`src/line_supervisor_pkg.sv`:
```
package line_supervisor_pkg;
    localparam int CLOCK_HZ = 20000000;
    // time figures in their own units
    localparam int SAG_BLANK_US       = 50000;
    localparam int UNDERVOLT_BLANK_MS = 50;
    localparam int LINE_FILTER_US     = 300;
    localparam int LOW_LINE_MS        = 25;
    localparam int LOCKOUT_MS         = 500;
    localparam int REMOVAL_MS         = 32;
    localparam int RESTART_DELAY_MS   = 515;
    // derived cycle counts
    localparam int SAG_BLANK_CYC      = SAG_BLANK_US * (CLOCK_HZ / 1000000);
    localparam int UNDERVOLT_BLANK_CYC = UNDERVOLT_BLANK_MS * (CLOCK_HZ / 1000);
    localparam int LINE_FILTER_CYC    = LINE_FILTER_US * (CLOCK_HZ / 1000000);
    localparam int LOW_LINE_CYC       = LOW_LINE_MS * (CLOCK_HZ / 1000);
    localparam int LOCKOUT_CYC        = LOCKOUT_MS * (CLOCK_HZ / 1000);
    localparam int REMOVAL_CYC        = REMOVAL_MS * (CLOCK_HZ / 1000);
    localparam int RESTART_DELAY_CYC  = RESTART_DELAY_MS * (CLOCK_HZ / 1000);
    localparam int TIMER_W            = 24;
    localparam int CONTROL_W          = 10;
    localparam int SENSE_W            = 10;
    localparam logic [CONTROL_W-1:0] CONTROL_ZERO = 10'h000;
    localparam logic [CONTROL_W-1:0] CONTROL_STEP = 10'h001;
    localparam logic [CONTROL_W-1:0] FOLDBACK_LEVEL = 10'h100;
    localparam logic [1:0] BANDWIDTH_SHIFT_HIGH = 2'h2;
    localparam logic [1:0] BANDWIDTH_SHIFT_LOW  = 2'h0;
    typedef enum logic [2:0] {ST_WAIT_SUPPLY, ST_RUN, ST_SOFT_STOP, ST_FAULT, ST_RESTART_WAIT, ST_DISCHARGE}
        run_state_t;
endpackage : line_supervisor_pkg

```
`src/hold_timer.sv`:
```
`timescale 1ns/10ps
`default_nettype none
// counts while cond_i holds, reports done once the count reaches limit_i
module hold_timer
#(
    parameter int WIDTH = 24
)
(
    input  wire logic             clock_i,
    input  wire logic             reset_n_i,
    input  wire logic             cond_i,
    input  wire logic [WIDTH-1:0] limit_i,
    output logic                  done_o
);
    logic [WIDTH-1:0] count_reg;
    logic [WIDTH-1:0] count_next;
    logic             done_next;

    always_comb
    begin
        count_next = count_reg;
        done_next  = 1'b0;
        if (!cond_i)
        begin
            count_next = '0;
        end
        else if (count_reg >= limit_i)
        begin
            done_next = 1'b1;
        end
        else
        begin
            count_next = count_reg + 1'b1;
            done_next  = (count_reg + 1'b1) >= limit_i;
        end
    end

    always_ff @(posedge clock_i)
    begin
        if (!reset_n_i)
        begin
            count_reg <= '0;
            done_o    <= 1'b0;
        end
        else
        begin
            count_reg <= count_next;
            done_o    <= done_next;
        end
    end
endmodule : hold_timer
`default_nettype wire

```
`src/slope_watch.sv`:
```
`timescale 1ns/10ps
`default_nettype none
// samples the sense word and restarts a timer on every slope; expiry flags line removal
module slope_watch
    import line_supervisor_pkg::*;
#(
    parameter int WIDTH = SENSE_W,
    parameter int LIMIT = REMOVAL_CYC
)
(
    input  wire logic             clock_i,
    input  wire logic             reset_n_i,
    input  wire logic [WIDTH-1:0] sample_i,
    output logic                  removed_o
);
    logic [WIDTH-1:0]   last_reg;
    logic [WIDTH-1:0]   last_next;
    logic [TIMER_W-1:0] count_reg;
    logic [TIMER_W-1:0] count_next;
    logic               removed_next;

    always_comb
    begin
        last_next    = sample_i;
        count_next   = count_reg;
        removed_next = removed_o;
        if (sample_i != last_reg)
        begin
            count_next   = '0;
            removed_next = 1'b0;
        end
        else if (count_reg >= TIMER_W'(LIMIT - 1))
        begin
            removed_next = 1'b1;
        end
        else
        begin
            count_next = count_reg + 1'b1;
        end
    end

    always_ff @(posedge clock_i)
    begin
        if (!reset_n_i)
        begin
            last_reg  <= '0;
            count_reg <= '0;
            removed_o <= 1'b0;
        end
        else
        begin
            last_reg  <= last_next;
            count_reg <= count_next;
            removed_o <= removed_next;
        end
    end
endmodule : slope_watch
`default_nettype wire

```
`src/line_input_supervisor.sv`:
```
`timescale 1ns/10ps
`default_nettype none
// Notes on behaviour
// - input below stop threshold for the sag blanking time flags a line sag.
// - a line sag starts a soft-stop ramping the control level to zero only if sag blanking is shorter than under-voltage blanking.
// - continuous conduction is inhibited while a sag is active.
// - line return after a sag pulses recovery, clearing the bulk restart timer.
// - recovery aborts any soft-stop ramp and forces the control level to zero.
// - run only when input above start threshold and supply at turn-on level.
// - blanking timer starts below stop threshold; expiry while low is a fault.
// - an under-voltage fault stops switching and drops downstream enable.
// - after the fault, restart at once if supply is up, else charge first.
// - high line is chosen once input stays above 236 V for 300 us.
// - low line returns after input stays below 222 V for 25 ms.
// - after each fall to low line, high line is locked out for 500 ms.
// - high line divides bandwidth and gain by 4 and halves the foldback level.
// - line removal detection runs in every state, including fault and idle.
// - sampled input slopes restart a removal timer; expiry means line removed.
// - removal enables the discharge sink, stops gate drive, drops downstream enable.
// - the discharge sink stays on until input is below discharge end threshold.
// - if line returns in discharge, keep sinking to the end threshold, then restart.
// - after a bulk soft-stop, wait the 515 ms restart delay unless recovery bypasses.
module line_input_supervisor
    import line_supervisor_pkg::*;
#(
    parameter int SAG_BLANK       = SAG_BLANK_CYC,
    parameter int UNDERVOLT_BLANK = UNDERVOLT_BLANK_CYC,
    parameter int LINE_FILTER     = LINE_FILTER_CYC,
    parameter int LOW_LINE_TIME   = LOW_LINE_CYC,
    parameter int LOCKOUT_TIME    = LOCKOUT_CYC,
    parameter int REMOVAL_TIME    = REMOVAL_CYC,
    parameter int RESTART_DELAY   = RESTART_DELAY_CYC
)
(
    input  wire logic                                   clock_i,
    input  wire logic                                   reset_n_i,
    input  wire logic                                   above_undervolt_stop_threshold_i,
    input  wire logic                                   above_undervolt_start_threshold_i,
    input  wire logic                                   above_high_line_threshold_i,
    input  wire logic                                   above_low_line_threshold_i,
    input  wire logic                                   above_discharge_end_threshold_i,
    input  wire logic                                   supply_turn_on_level_i,
    input  wire logic                                   bulk_undervoltage_fault_i,
    input  wire logic                                   switching_request_i,
    input  wire logic [line_supervisor_pkg::SENSE_W-1:0] mains_sense_sample_i,
    input  wire logic [line_supervisor_pkg::CONTROL_W-1:0] control_demand_i,
    output logic [line_supervisor_pkg::CONTROL_W-1:0]   control_level_o,
    output logic                                        soft_stop_o,
    output logic                                        continuous_conduction_inhibit_o,
    output logic                                        line_recovery_o,
    output logic                                        startup_source_on_o,
    output logic                                        gate_drive_out_o,
    output logic                                        discharge_sink_current_o,
    output logic                                        downstream_enable_out_o,
    output logic                                        high_line_o,
    output logic [1:0]                                  bandwidth_shift_o,
    output logic [line_supervisor_pkg::CONTROL_W-1:0]   foldback_level_o,
    output logic                                        undervolt_fault_o,
    output logic                                        line_removed_o
);
    import line_supervisor_pkg::*;

    ////////////////////////////////////////////////////////////////////////////
    // timers
    logic sag_done;
    logic blank_done;
    logic high_done;
    logic low_done;
    logic lock_run;
    logic lock_done;
    logic restart_run;
    logic restart_done;
    logic removed;

    hold_timer #(.WIDTH(TIMER_W)) sag_timer
    (
        .clock_i(clock_i), .reset_n_i(reset_n_i), .cond_i(!above_undervolt_stop_threshold_i),
        .limit_i(TIMER_W'(SAG_BLANK)), .done_o(sag_done)
    );
    hold_timer #(.WIDTH(TIMER_W)) blank_timer
    (
        .clock_i(clock_i), .reset_n_i(reset_n_i), .cond_i(!above_undervolt_stop_threshold_i),
        .limit_i(TIMER_W'(UNDERVOLT_BLANK)), .done_o(blank_done)
    );
    hold_timer #(.WIDTH(TIMER_W)) high_filter
    (
        .clock_i(clock_i), .reset_n_i(reset_n_i), .cond_i(above_high_line_threshold_i),
        .limit_i(TIMER_W'(LINE_FILTER)), .done_o(high_done)
    );
    hold_timer #(.WIDTH(TIMER_W)) low_filter
    (
        .clock_i(clock_i), .reset_n_i(reset_n_i), .cond_i(!above_low_line_threshold_i && high_line_o),
        .limit_i(TIMER_W'(LOW_LINE_TIME)), .done_o(low_done)
    );
    hold_timer #(.WIDTH(TIMER_W)) lockout_timer
    (
        .clock_i(clock_i), .reset_n_i(reset_n_i), .cond_i(lock_run),
        .limit_i(TIMER_W'(LOCKOUT_TIME)), .done_o(lock_done)
    );
    hold_timer #(.WIDTH(TIMER_W)) restart_timer
    (
        .clock_i(clock_i), .reset_n_i(reset_n_i), .cond_i(restart_run),
        .limit_i(TIMER_W'(RESTART_DELAY)), .done_o(restart_done)
    );
    slope_watch #(.WIDTH(SENSE_W), .LIMIT(REMOVAL_TIME)) removal_watch
    (
        .clock_i(clock_i), .reset_n_i(reset_n_i), .sample_i(mains_sense_sample_i), .removed_o(removed)
    );

    ////////////////////////////////////////////////////////////////////////////
    // line range selection
    logic lock_reg;
    logic lock_next;
    logic high_next;

    assign lock_run = lock_reg;

    always_comb
    begin
        high_next = high_line_o;
        lock_next = lock_reg;
        if (lock_reg && lock_done)
        begin
            lock_next = 1'b0;
        end
        if (high_line_o && low_done)
        begin
            high_next = 1'b0;
            lock_next = 1'b1;
        end
        else if (!high_line_o && high_done && !lock_reg)
        begin
            high_next = 1'b1;
        end
    end

    always_ff @(posedge clock_i)
    begin
        if (!reset_n_i)
        begin
            high_line_o       <= 1'b0;
            lock_reg          <= 1'b0;
            bandwidth_shift_o <= BANDWIDTH_SHIFT_LOW;
            foldback_level_o  <= FOLDBACK_LEVEL;
        end
        else
        begin
            high_line_o       <= high_next;
            lock_reg          <= lock_next;
            bandwidth_shift_o <= high_next ? BANDWIDTH_SHIFT_HIGH : BANDWIDTH_SHIFT_LOW;
            foldback_level_o  <= high_next ? (FOLDBACK_LEVEL >> 1) : FOLDBACK_LEVEL;
        end
    end

    ////////////////////////////////////////////////////////////////////////////
    // run state machine
    run_state_t               state_reg;
    run_state_t               state_next;
    logic                     sag_reg;
    logic                     sag_next;
    logic                     recovery_next;
    logic [CONTROL_W-1:0]     level_next;
    logic                     bulk_stop_reg;
    logic                     bulk_stop_next;

    assign restart_run = (state_reg == ST_RESTART_WAIT);

    always_comb
    begin
        state_next     = state_reg;
        sag_next       = sag_reg;
        recovery_next  = 1'b0;
        level_next     = control_level_o;
        bulk_stop_next = bulk_stop_reg;
        if (sag_done)
        begin
            sag_next = 1'b1;
        end
        else if (sag_reg && above_undervolt_start_threshold_i)
        begin
            sag_next      = 1'b0;
            recovery_next = 1'b1;
        end
        case (state_reg)
            ST_WAIT_SUPPLY:
            begin
                level_next = CONTROL_ZERO;
                if (above_undervolt_start_threshold_i && supply_turn_on_level_i)
                begin
                    state_next = ST_RUN;
                end
            end
            ST_RUN:
            begin
                level_next = control_demand_i;
                if (sag_done || bulk_undervoltage_fault_i)
                begin
                    state_next     = ST_SOFT_STOP;
                    bulk_stop_next = bulk_undervoltage_fault_i;
                end
            end
            ST_SOFT_STOP:
            begin
                if (control_level_o > CONTROL_STEP)
                begin
                    level_next = control_level_o - CONTROL_STEP;
                end
                else
                begin
                    level_next = CONTROL_ZERO;
                    state_next = bulk_stop_reg ? ST_RESTART_WAIT : ST_FAULT;
                end
                if (bulk_undervoltage_fault_i)
                begin
                    bulk_stop_next = 1'b1;
                end
                if (recovery_next)
                begin
                    level_next     = CONTROL_ZERO;
                    state_next     = ST_WAIT_SUPPLY;
                    bulk_stop_next = 1'b0;
                end
            end
            ST_RESTART_WAIT:
            begin
                level_next = CONTROL_ZERO;
                if (restart_done || recovery_next)
                begin
                    state_next     = ST_WAIT_SUPPLY;
                    bulk_stop_next = 1'b0;
                end
            end
            ST_FAULT:
            begin
                level_next = CONTROL_ZERO;
                if (above_undervolt_start_threshold_i)
                begin
                    state_next = ST_WAIT_SUPPLY;
                end
            end
            ST_DISCHARGE:
            begin
                level_next = CONTROL_ZERO;
                if (!above_discharge_end_threshold_i)
                begin
                    state_next = ST_WAIT_SUPPLY;
                end
            end
            default:
            begin
                state_next = ST_WAIT_SUPPLY;
            end
        endcase
        if (blank_done && state_reg != ST_DISCHARGE && state_reg != ST_FAULT)
        begin
            state_next = ST_FAULT;
            level_next = CONTROL_ZERO;
        end
        // act on the onset only, so a line that stays removed does not re-arm a finished discharge
        if (removed && !line_removed_o)
        begin
            state_next = ST_DISCHARGE;
            level_next = CONTROL_ZERO;
        end
    end

    always_ff @(posedge clock_i)
    begin
        if (!reset_n_i)
        begin
            state_reg                       <= ST_WAIT_SUPPLY;
            sag_reg                         <= 1'b0;
            bulk_stop_reg                   <= 1'b0;
            control_level_o                 <= CONTROL_ZERO;
            soft_stop_o                     <= 1'b0;
            continuous_conduction_inhibit_o <= 1'b0;
            line_recovery_o                 <= 1'b0;
            startup_source_on_o             <= 1'b0;
            gate_drive_out_o                <= 1'b0;
            discharge_sink_current_o        <= 1'b0;
            downstream_enable_out_o         <= 1'b0;
            undervolt_fault_o               <= 1'b0;
            line_removed_o                  <= 1'b0;
        end
        else
        begin
            state_reg                       <= state_next;
            sag_reg                         <= sag_next;
            bulk_stop_reg                   <= bulk_stop_next;
            control_level_o                 <= level_next;
            soft_stop_o                     <= (state_next == ST_SOFT_STOP);
            continuous_conduction_inhibit_o <= sag_next;
            line_recovery_o                 <= recovery_next;
            startup_source_on_o             <= (state_next == ST_WAIT_SUPPLY) && !supply_turn_on_level_i;
            gate_drive_out_o                <= ((state_next == ST_RUN) || (state_next == ST_SOFT_STOP))
                                               && switching_request_i;
            discharge_sink_current_o        <= (state_next == ST_DISCHARGE);
            downstream_enable_out_o         <= (state_next == ST_RUN) && !bulk_undervoltage_fault_i;
            undervolt_fault_o               <= (state_next == ST_FAULT);
            line_removed_o                  <= removed;
        end
    end

    ////////////////////////////////////////////////////////////////////////////
    // checks
    a_sink_follows_removal: assert property (@(posedge clock_i) disable iff (!reset_n_i)
        $rose(removed) |=> discharge_sink_current_o && !gate_drive_out_o && !downstream_enable_out_o)
        else $error("sink not on after line removal");
    a_sink_ends_low: assert property (@(posedge clock_i) disable iff (!reset_n_i)
        discharge_sink_current_o && !above_discharge_end_threshold_i && !removed |=> !discharge_sink_current_o)
        else $error("sink stayed on below end threshold");
    a_fault_drops_enable: assert property (@(posedge clock_i) disable iff (!reset_n_i)
        undervolt_fault_o |-> !downstream_enable_out_o && !gate_drive_out_o)
        else $error("enable high during fault");
    a_run_needs_inputs: assert property (@(posedge clock_i) disable iff (!reset_n_i)
        $past(state_reg) == ST_WAIT_SUPPLY && state_reg == ST_RUN |->
        $past(above_undervolt_start_threshold_i) && $past(supply_turn_on_level_i))
        else $error("run entered without start conditions");
    a_recovery_zeroes: assert property (@(posedge clock_i) disable iff (!reset_n_i)
        line_recovery_o && $past(state_reg) == ST_SOFT_STOP |-> control_level_o == CONTROL_ZERO)
        else $error("control level not zero on recovery");
    a_inhibit_on_sag: assert property (@(posedge clock_i) disable iff (!reset_n_i)
        sag_done |=> continuous_conduction_inhibit_o)
        else $error("conduction not inhibited in sag");
    a_lockout_blocks: assert property (@(posedge clock_i) disable iff (!reset_n_i)
        $fell(high_line_o) || lock_reg |-> lock_reg && !high_line_o)
        else $error("high line reselected during lockout");
    a_high_line_scaling: assert property (@(posedge clock_i) disable iff (!reset_n_i)
        high_line_o |-> bandwidth_shift_o == BANDWIDTH_SHIFT_HIGH && foldback_level_o == (FOLDBACK_LEVEL >> 1))
        else $error("high line scaling wrong");
    a_recovery_pulse: assert property (@(posedge clock_i) disable iff (!reset_n_i)
        line_recovery_o |=> !line_recovery_o)
        else $error("recovery not a single pulse");
endmodule : line_input_supervisor
`default_nettype wire

```
`config.mk`:
```
export PLATFORM = sky130hd
export DESIGN_NAME = line_input_supervisor
export DESIGN_NICKNAME = d
export VERILOG_FILES = /design/src/line_supervisor_pkg.sv /design/src/hold_timer.sv /design/src/slope_watch.sv /design/src/line_input_supervisor.sv
export SDC_FILE = /design/constraint.sdc
export NUM_CORES = 1
export LEC_CHECK = 0
export BUFFER_PORTS_ARGS = -buffer_cell sky130_fd_sc_hd__buf_4
export CORE_UTILIZATION = 65
export CTS_CLUSTER_DIAMETER = 50
export DETAILED_ROUTE_END_ITERATION = 6
export PLACE_DENSITY = 0.88
export SLEW_MARGIN = 20
export SYNTH_ARGS = -nofsm -noshare
export SYNTH_HDL_FRONTEND = slang
export SYNTH_SLANG_ARGS = --single-unit
```
`constraint.sdc`:
```
create_clock -name clock_i -period 3.4 [get_ports clock_i]
set_input_delay 0.17 -clock clock_i [delete_from_list [all_inputs] [get_ports clock_i]]
set_output_delay 0.17 -clock clock_i [all_outputs]
set_load 0.05 [all_outputs]
```
==> key figures <==
Outcome
  – Outcome: finished clean

Die
  – Cell Rows: 46
  – CORE AREA: between 15000 and 20000 um2
  – Initial Util: 0.6693
  – I/O pins: 62
  – Die area: ~17000 um2
  – Width of the chip: approximately 130 um
  – Die H: roughly 130 um

Route
  – Drt drc: 0
  – Vias per cell: 5.864
  – Final WL: 22.70 mm
  – Pre-Repair DR Iteration Count: 5
  – Iter 0 DRT Violations: a little under 600
  – Antenna Nets Post-Route: 0
  – Via count: around 9200
  – WL/cell: around 15 um

Global route
  – Number of global-route vias before repair: around 8400
  – GRT met1 Usage: 0.3362
  – GRT Resource Usage Total: 0.2678
  – Initial antenna violation count: 0
  – Largest net degree at the start of global routing: between 40 and 50
  – Met3 usage: 0.04551
  – Grt total ovfl: 0
  – First-pass GRT wire length: around 38 mm
  – Busiest grt layer: met2
  – Met2 usage: 0.4693

Timing
  – Period utilisation layout: 0.7588
  – Slew HR: 0.3623
  – Setup violators final: 0
  – Setup TNS: 0 ns
  – RSZ-0062 raised after global routing: false
  – Final Max Slew Viols: 0
  – Tmin final: 2.580 ns
  – Post-layout worst setup margin: 0.8201 ns
  – Final hold violations: 0
  – Clock Skew: about 0.008 ns
  – Peak Freq: between 300 and 400 MHz
  – Worst hold slack: between 0.03 and 0.04 ns
  – Least-Margin Pin Slew: approximately 0.95 ns

Cells and area
  – Layout cells sized above 1: 0.08457
  – Flip-flop and latch area: roughly 4200 um2
  – Multi-input gate area: about 6000 um2
  – NumNets Final: around 1400
  – Final non-filler cell total: between 1500 and 2000
  – Final core utilization: 0.7576
  – # fillers: between 1000 and 1500
  – Ant. Diodes: 0
  – Design Area, Final: about 12000 um2
  – Area growth from synthesis to layout: 13.19%

Yosys
  – Yosys top cell area share: 0.3959
  – Most frequent cells after synthesis: 211 x dfxtp_1, 181 x nor2_1, 84 x nand2_1
  – Leading area contributor after synthesis: dfxtp_1
  – Ys flop type: dfxtp_1
  – Synthesized flop and latch total: 211
  – Synth unique cells: 77
  – Post-Syn Area: 10670 um2
  – Warnings from Yosys: 0
  – Mean area per synthesized cell: about 8.2 um2
  – Ys async rst share: 0
  – Gate Count Post-Synth: between 1000 and 1500
  – Post-synth EDFFs: 0
  – Count leader, synth: dfxtp_1
  – Largest cells by area after synthesis: dfxtp_1 40%, nor2_1 6.4%, xnor2_1 6.1%, xor2_1 5.7%, nand2_1 3.0%
  – Register area share after synthesis: 0.3959

CTS
  – TritonCTS clock tree: yes
  – Clock-pin slew on the worst setup and hold paths: 0.06 ns
  – Worst skew pair latency: 0.52 ns
  – Number of H-tree levels: 1
  – Clk buf depth: 3
  – Post-CTS Resized: 0
  – Clk sinks: between 200 and 250
  – CTS Root Buffer Type: clkbuf_16
  – TritonCTS buffer count: 25

Setup path
  – Worst setup path class: register to register
  – Startpoint Class: register
  – Worst Setup EP: lockout_timer.done_o$_SDFF_PN0_
  – Cells on worst reg2reg path: 8
  – CP max FO: 8
  – CP Data Arrival Time: between 2 and 3 ns
  – Worst r2r src: lockout_timer.count_reg[1]$_SDFFE_PN0N_
  – Worst setup EP type: register
  – Critical path launch point: lockout_timer.count_reg[1]$_SDFFE_PN0N_
  – RR Endpoint: lockout_timer.done_o$_SDFF_PN0_
  – Worst Path Required: about 3.8 ns
  – FF-to-FF setup slack: roughly 0.82 ns

Place
  – Port Buffer Count: 52
  – Number of cells in the design after placement: roughly 1500
  – DPL Wire Length: about 14 mm
  – Pre-CTS setup slack: 0.9207 ns
  – Final RePlAce weighted congestion: roughly 0.91
  – Cell Area, Placed: around 11000 um2

Hold path
  – Hold path depth: 3
  – Hold crit path type: primary input to register

Pwr
  – Flop pwr share: 0.469
  – Clk pwr share: 0.476
  – Worst vdd ir: about 0.00038 V
  – Combinational power share: 0.055
  – Psw: approximately 1.2 mW
  – Internal Power: about 4.1 mW
  – Static Leakage: about 4.2 nW
  – Pwr Total: ~5.4 mW
  – Pwr per Cell Area: approximately 450 nW/um2
  – Switch share: 0.2316

Flow run
  – # Max-Cap Violations: 0
## worst max-delay path: stages, from the launching register on
cell and delay (ns):
dfxtp_1 0.40, ha_1 0.21, nand3_1 0.25, or4_1 0.77, nor4_1 0.30, o21a_1 0.15
a211oi_1 0.04, o31ai_1 0.24, a21boi_0 0.11
## cells by family (layout without fill, tap and decap cells)
| logic type | after synthesis | count (layout) | share of synthesized area |
|---|---|---|---|
| mux | 5 | 5 | 0.004691 |
| simple gates | 606 | 606 | 0.2902 |
| xor+xnor | 144 | 144 | 0.1182 |
| fa+ha+maj | 15 | 15 | 0.01759 |
| other cells | 1 | 9 | 0.0003514 |
| buf+inv | 120 | 165 | 0.04796 |
| compound gates | 193 | 193 | 0.1251 |
| flops | 211 | 211 | 0.3959 |
## worst min path at each step
stage                                           startpoint                                      to  slack (ns)
after floorplan                  bulk_undervoltage_fault_i      downstream_enable_out_o$_SDFF_PN0_        0.25
after global placement           bulk_undervoltage_fault_i      downstream_enable_out_o$_SDFF_PN0_        0.38
after detailed placement         bulk_undervoltage_fault_i      downstream_enable_out_o$_SDFF_PN0_        0.38
after CTS                              control_demand_i[9]         control_level_o[9]$_SDFFE_PP0P_        0.02
after global routing      above_undervolt_stop_threshold_i  blank_timer.count_reg[19]$_SDFFE_PP0N_        0.06
final                     above_undervolt_stop_threshold_i  blank_timer.count_reg[19]$_SDFFE_PP0N_        0.03
## cells in the final DEF, fill, tap and decap left out, types with 8 or more instances in the layout
cell type / synthesis / layout
nor3b_1: 9 / 9
and4_1: 14 / 14
nor2_1: 181 / 181
nor4_1: 20 / 20
a21oi_1: 47 / 47
conb_1: 1 / 9
o31ai_1: 11 / 11
o21ai_0: 35 / 35
or3_1: 20 / 20
dlygate4sd3_1: 0 / 24
a21boi_0: 8 / 8
nand2_1: 84 / 84
ha_1: 15 / 15
o21a_1: 8 / 8
and3_1: 27 / 27
xnor2_1: 74 / 74
dfxtp_1: 211 / 211
buf_4: 11 / 57
nand2b_1: 14 / 14
and2_1: 46 / 46
inv_1: 40 / 40
nand4_1: 47 / 47
a31oi_1: 10 / 10
nand3_1: 58 / 58
xor2_1: 70 / 70
nor3_1: 51 / 51
clkbuf_16: 0 / 25
## per-layer routing
layer	share of wire	wire (um)
met5	0	0
met1	0.44	10030
met2	0.48	10860
met4	0.023	520
met3	0.057	1295
## layout make-up
cell class | count | area share
clock buffer | 31 | 0.05698
tap | 216 | 0.02238
timing repair buffer | 81 | 0.05532
multi-input combinational | 972 | 0.4938
inverter | 40 | 0.01243
clock inverter | 13 | 0.009324
sequential | 211 | 0.3497
## power groups by stage
stage | logic, mW | clock network, mW | registers (mW)
detailed placement | 0.266 | 0 | 2.58
CTS | 0.292 | 2.60 | 2.52
global placement | 0.262 | 0 | 2.58
floorplan | 0.169 | 0 | 2.60
finish | 0.296 | 2.56 | 2.52
global route | 0.321 | 2.71 | 2.53
## repair_timing
item	4_1_cts	5_1_grt
setup endpoints to repair	0	0
hold buffers	24	0
hold endpoints to repair	24	0
setup buffers	0	0
Power figures use the tool's default switching activity.
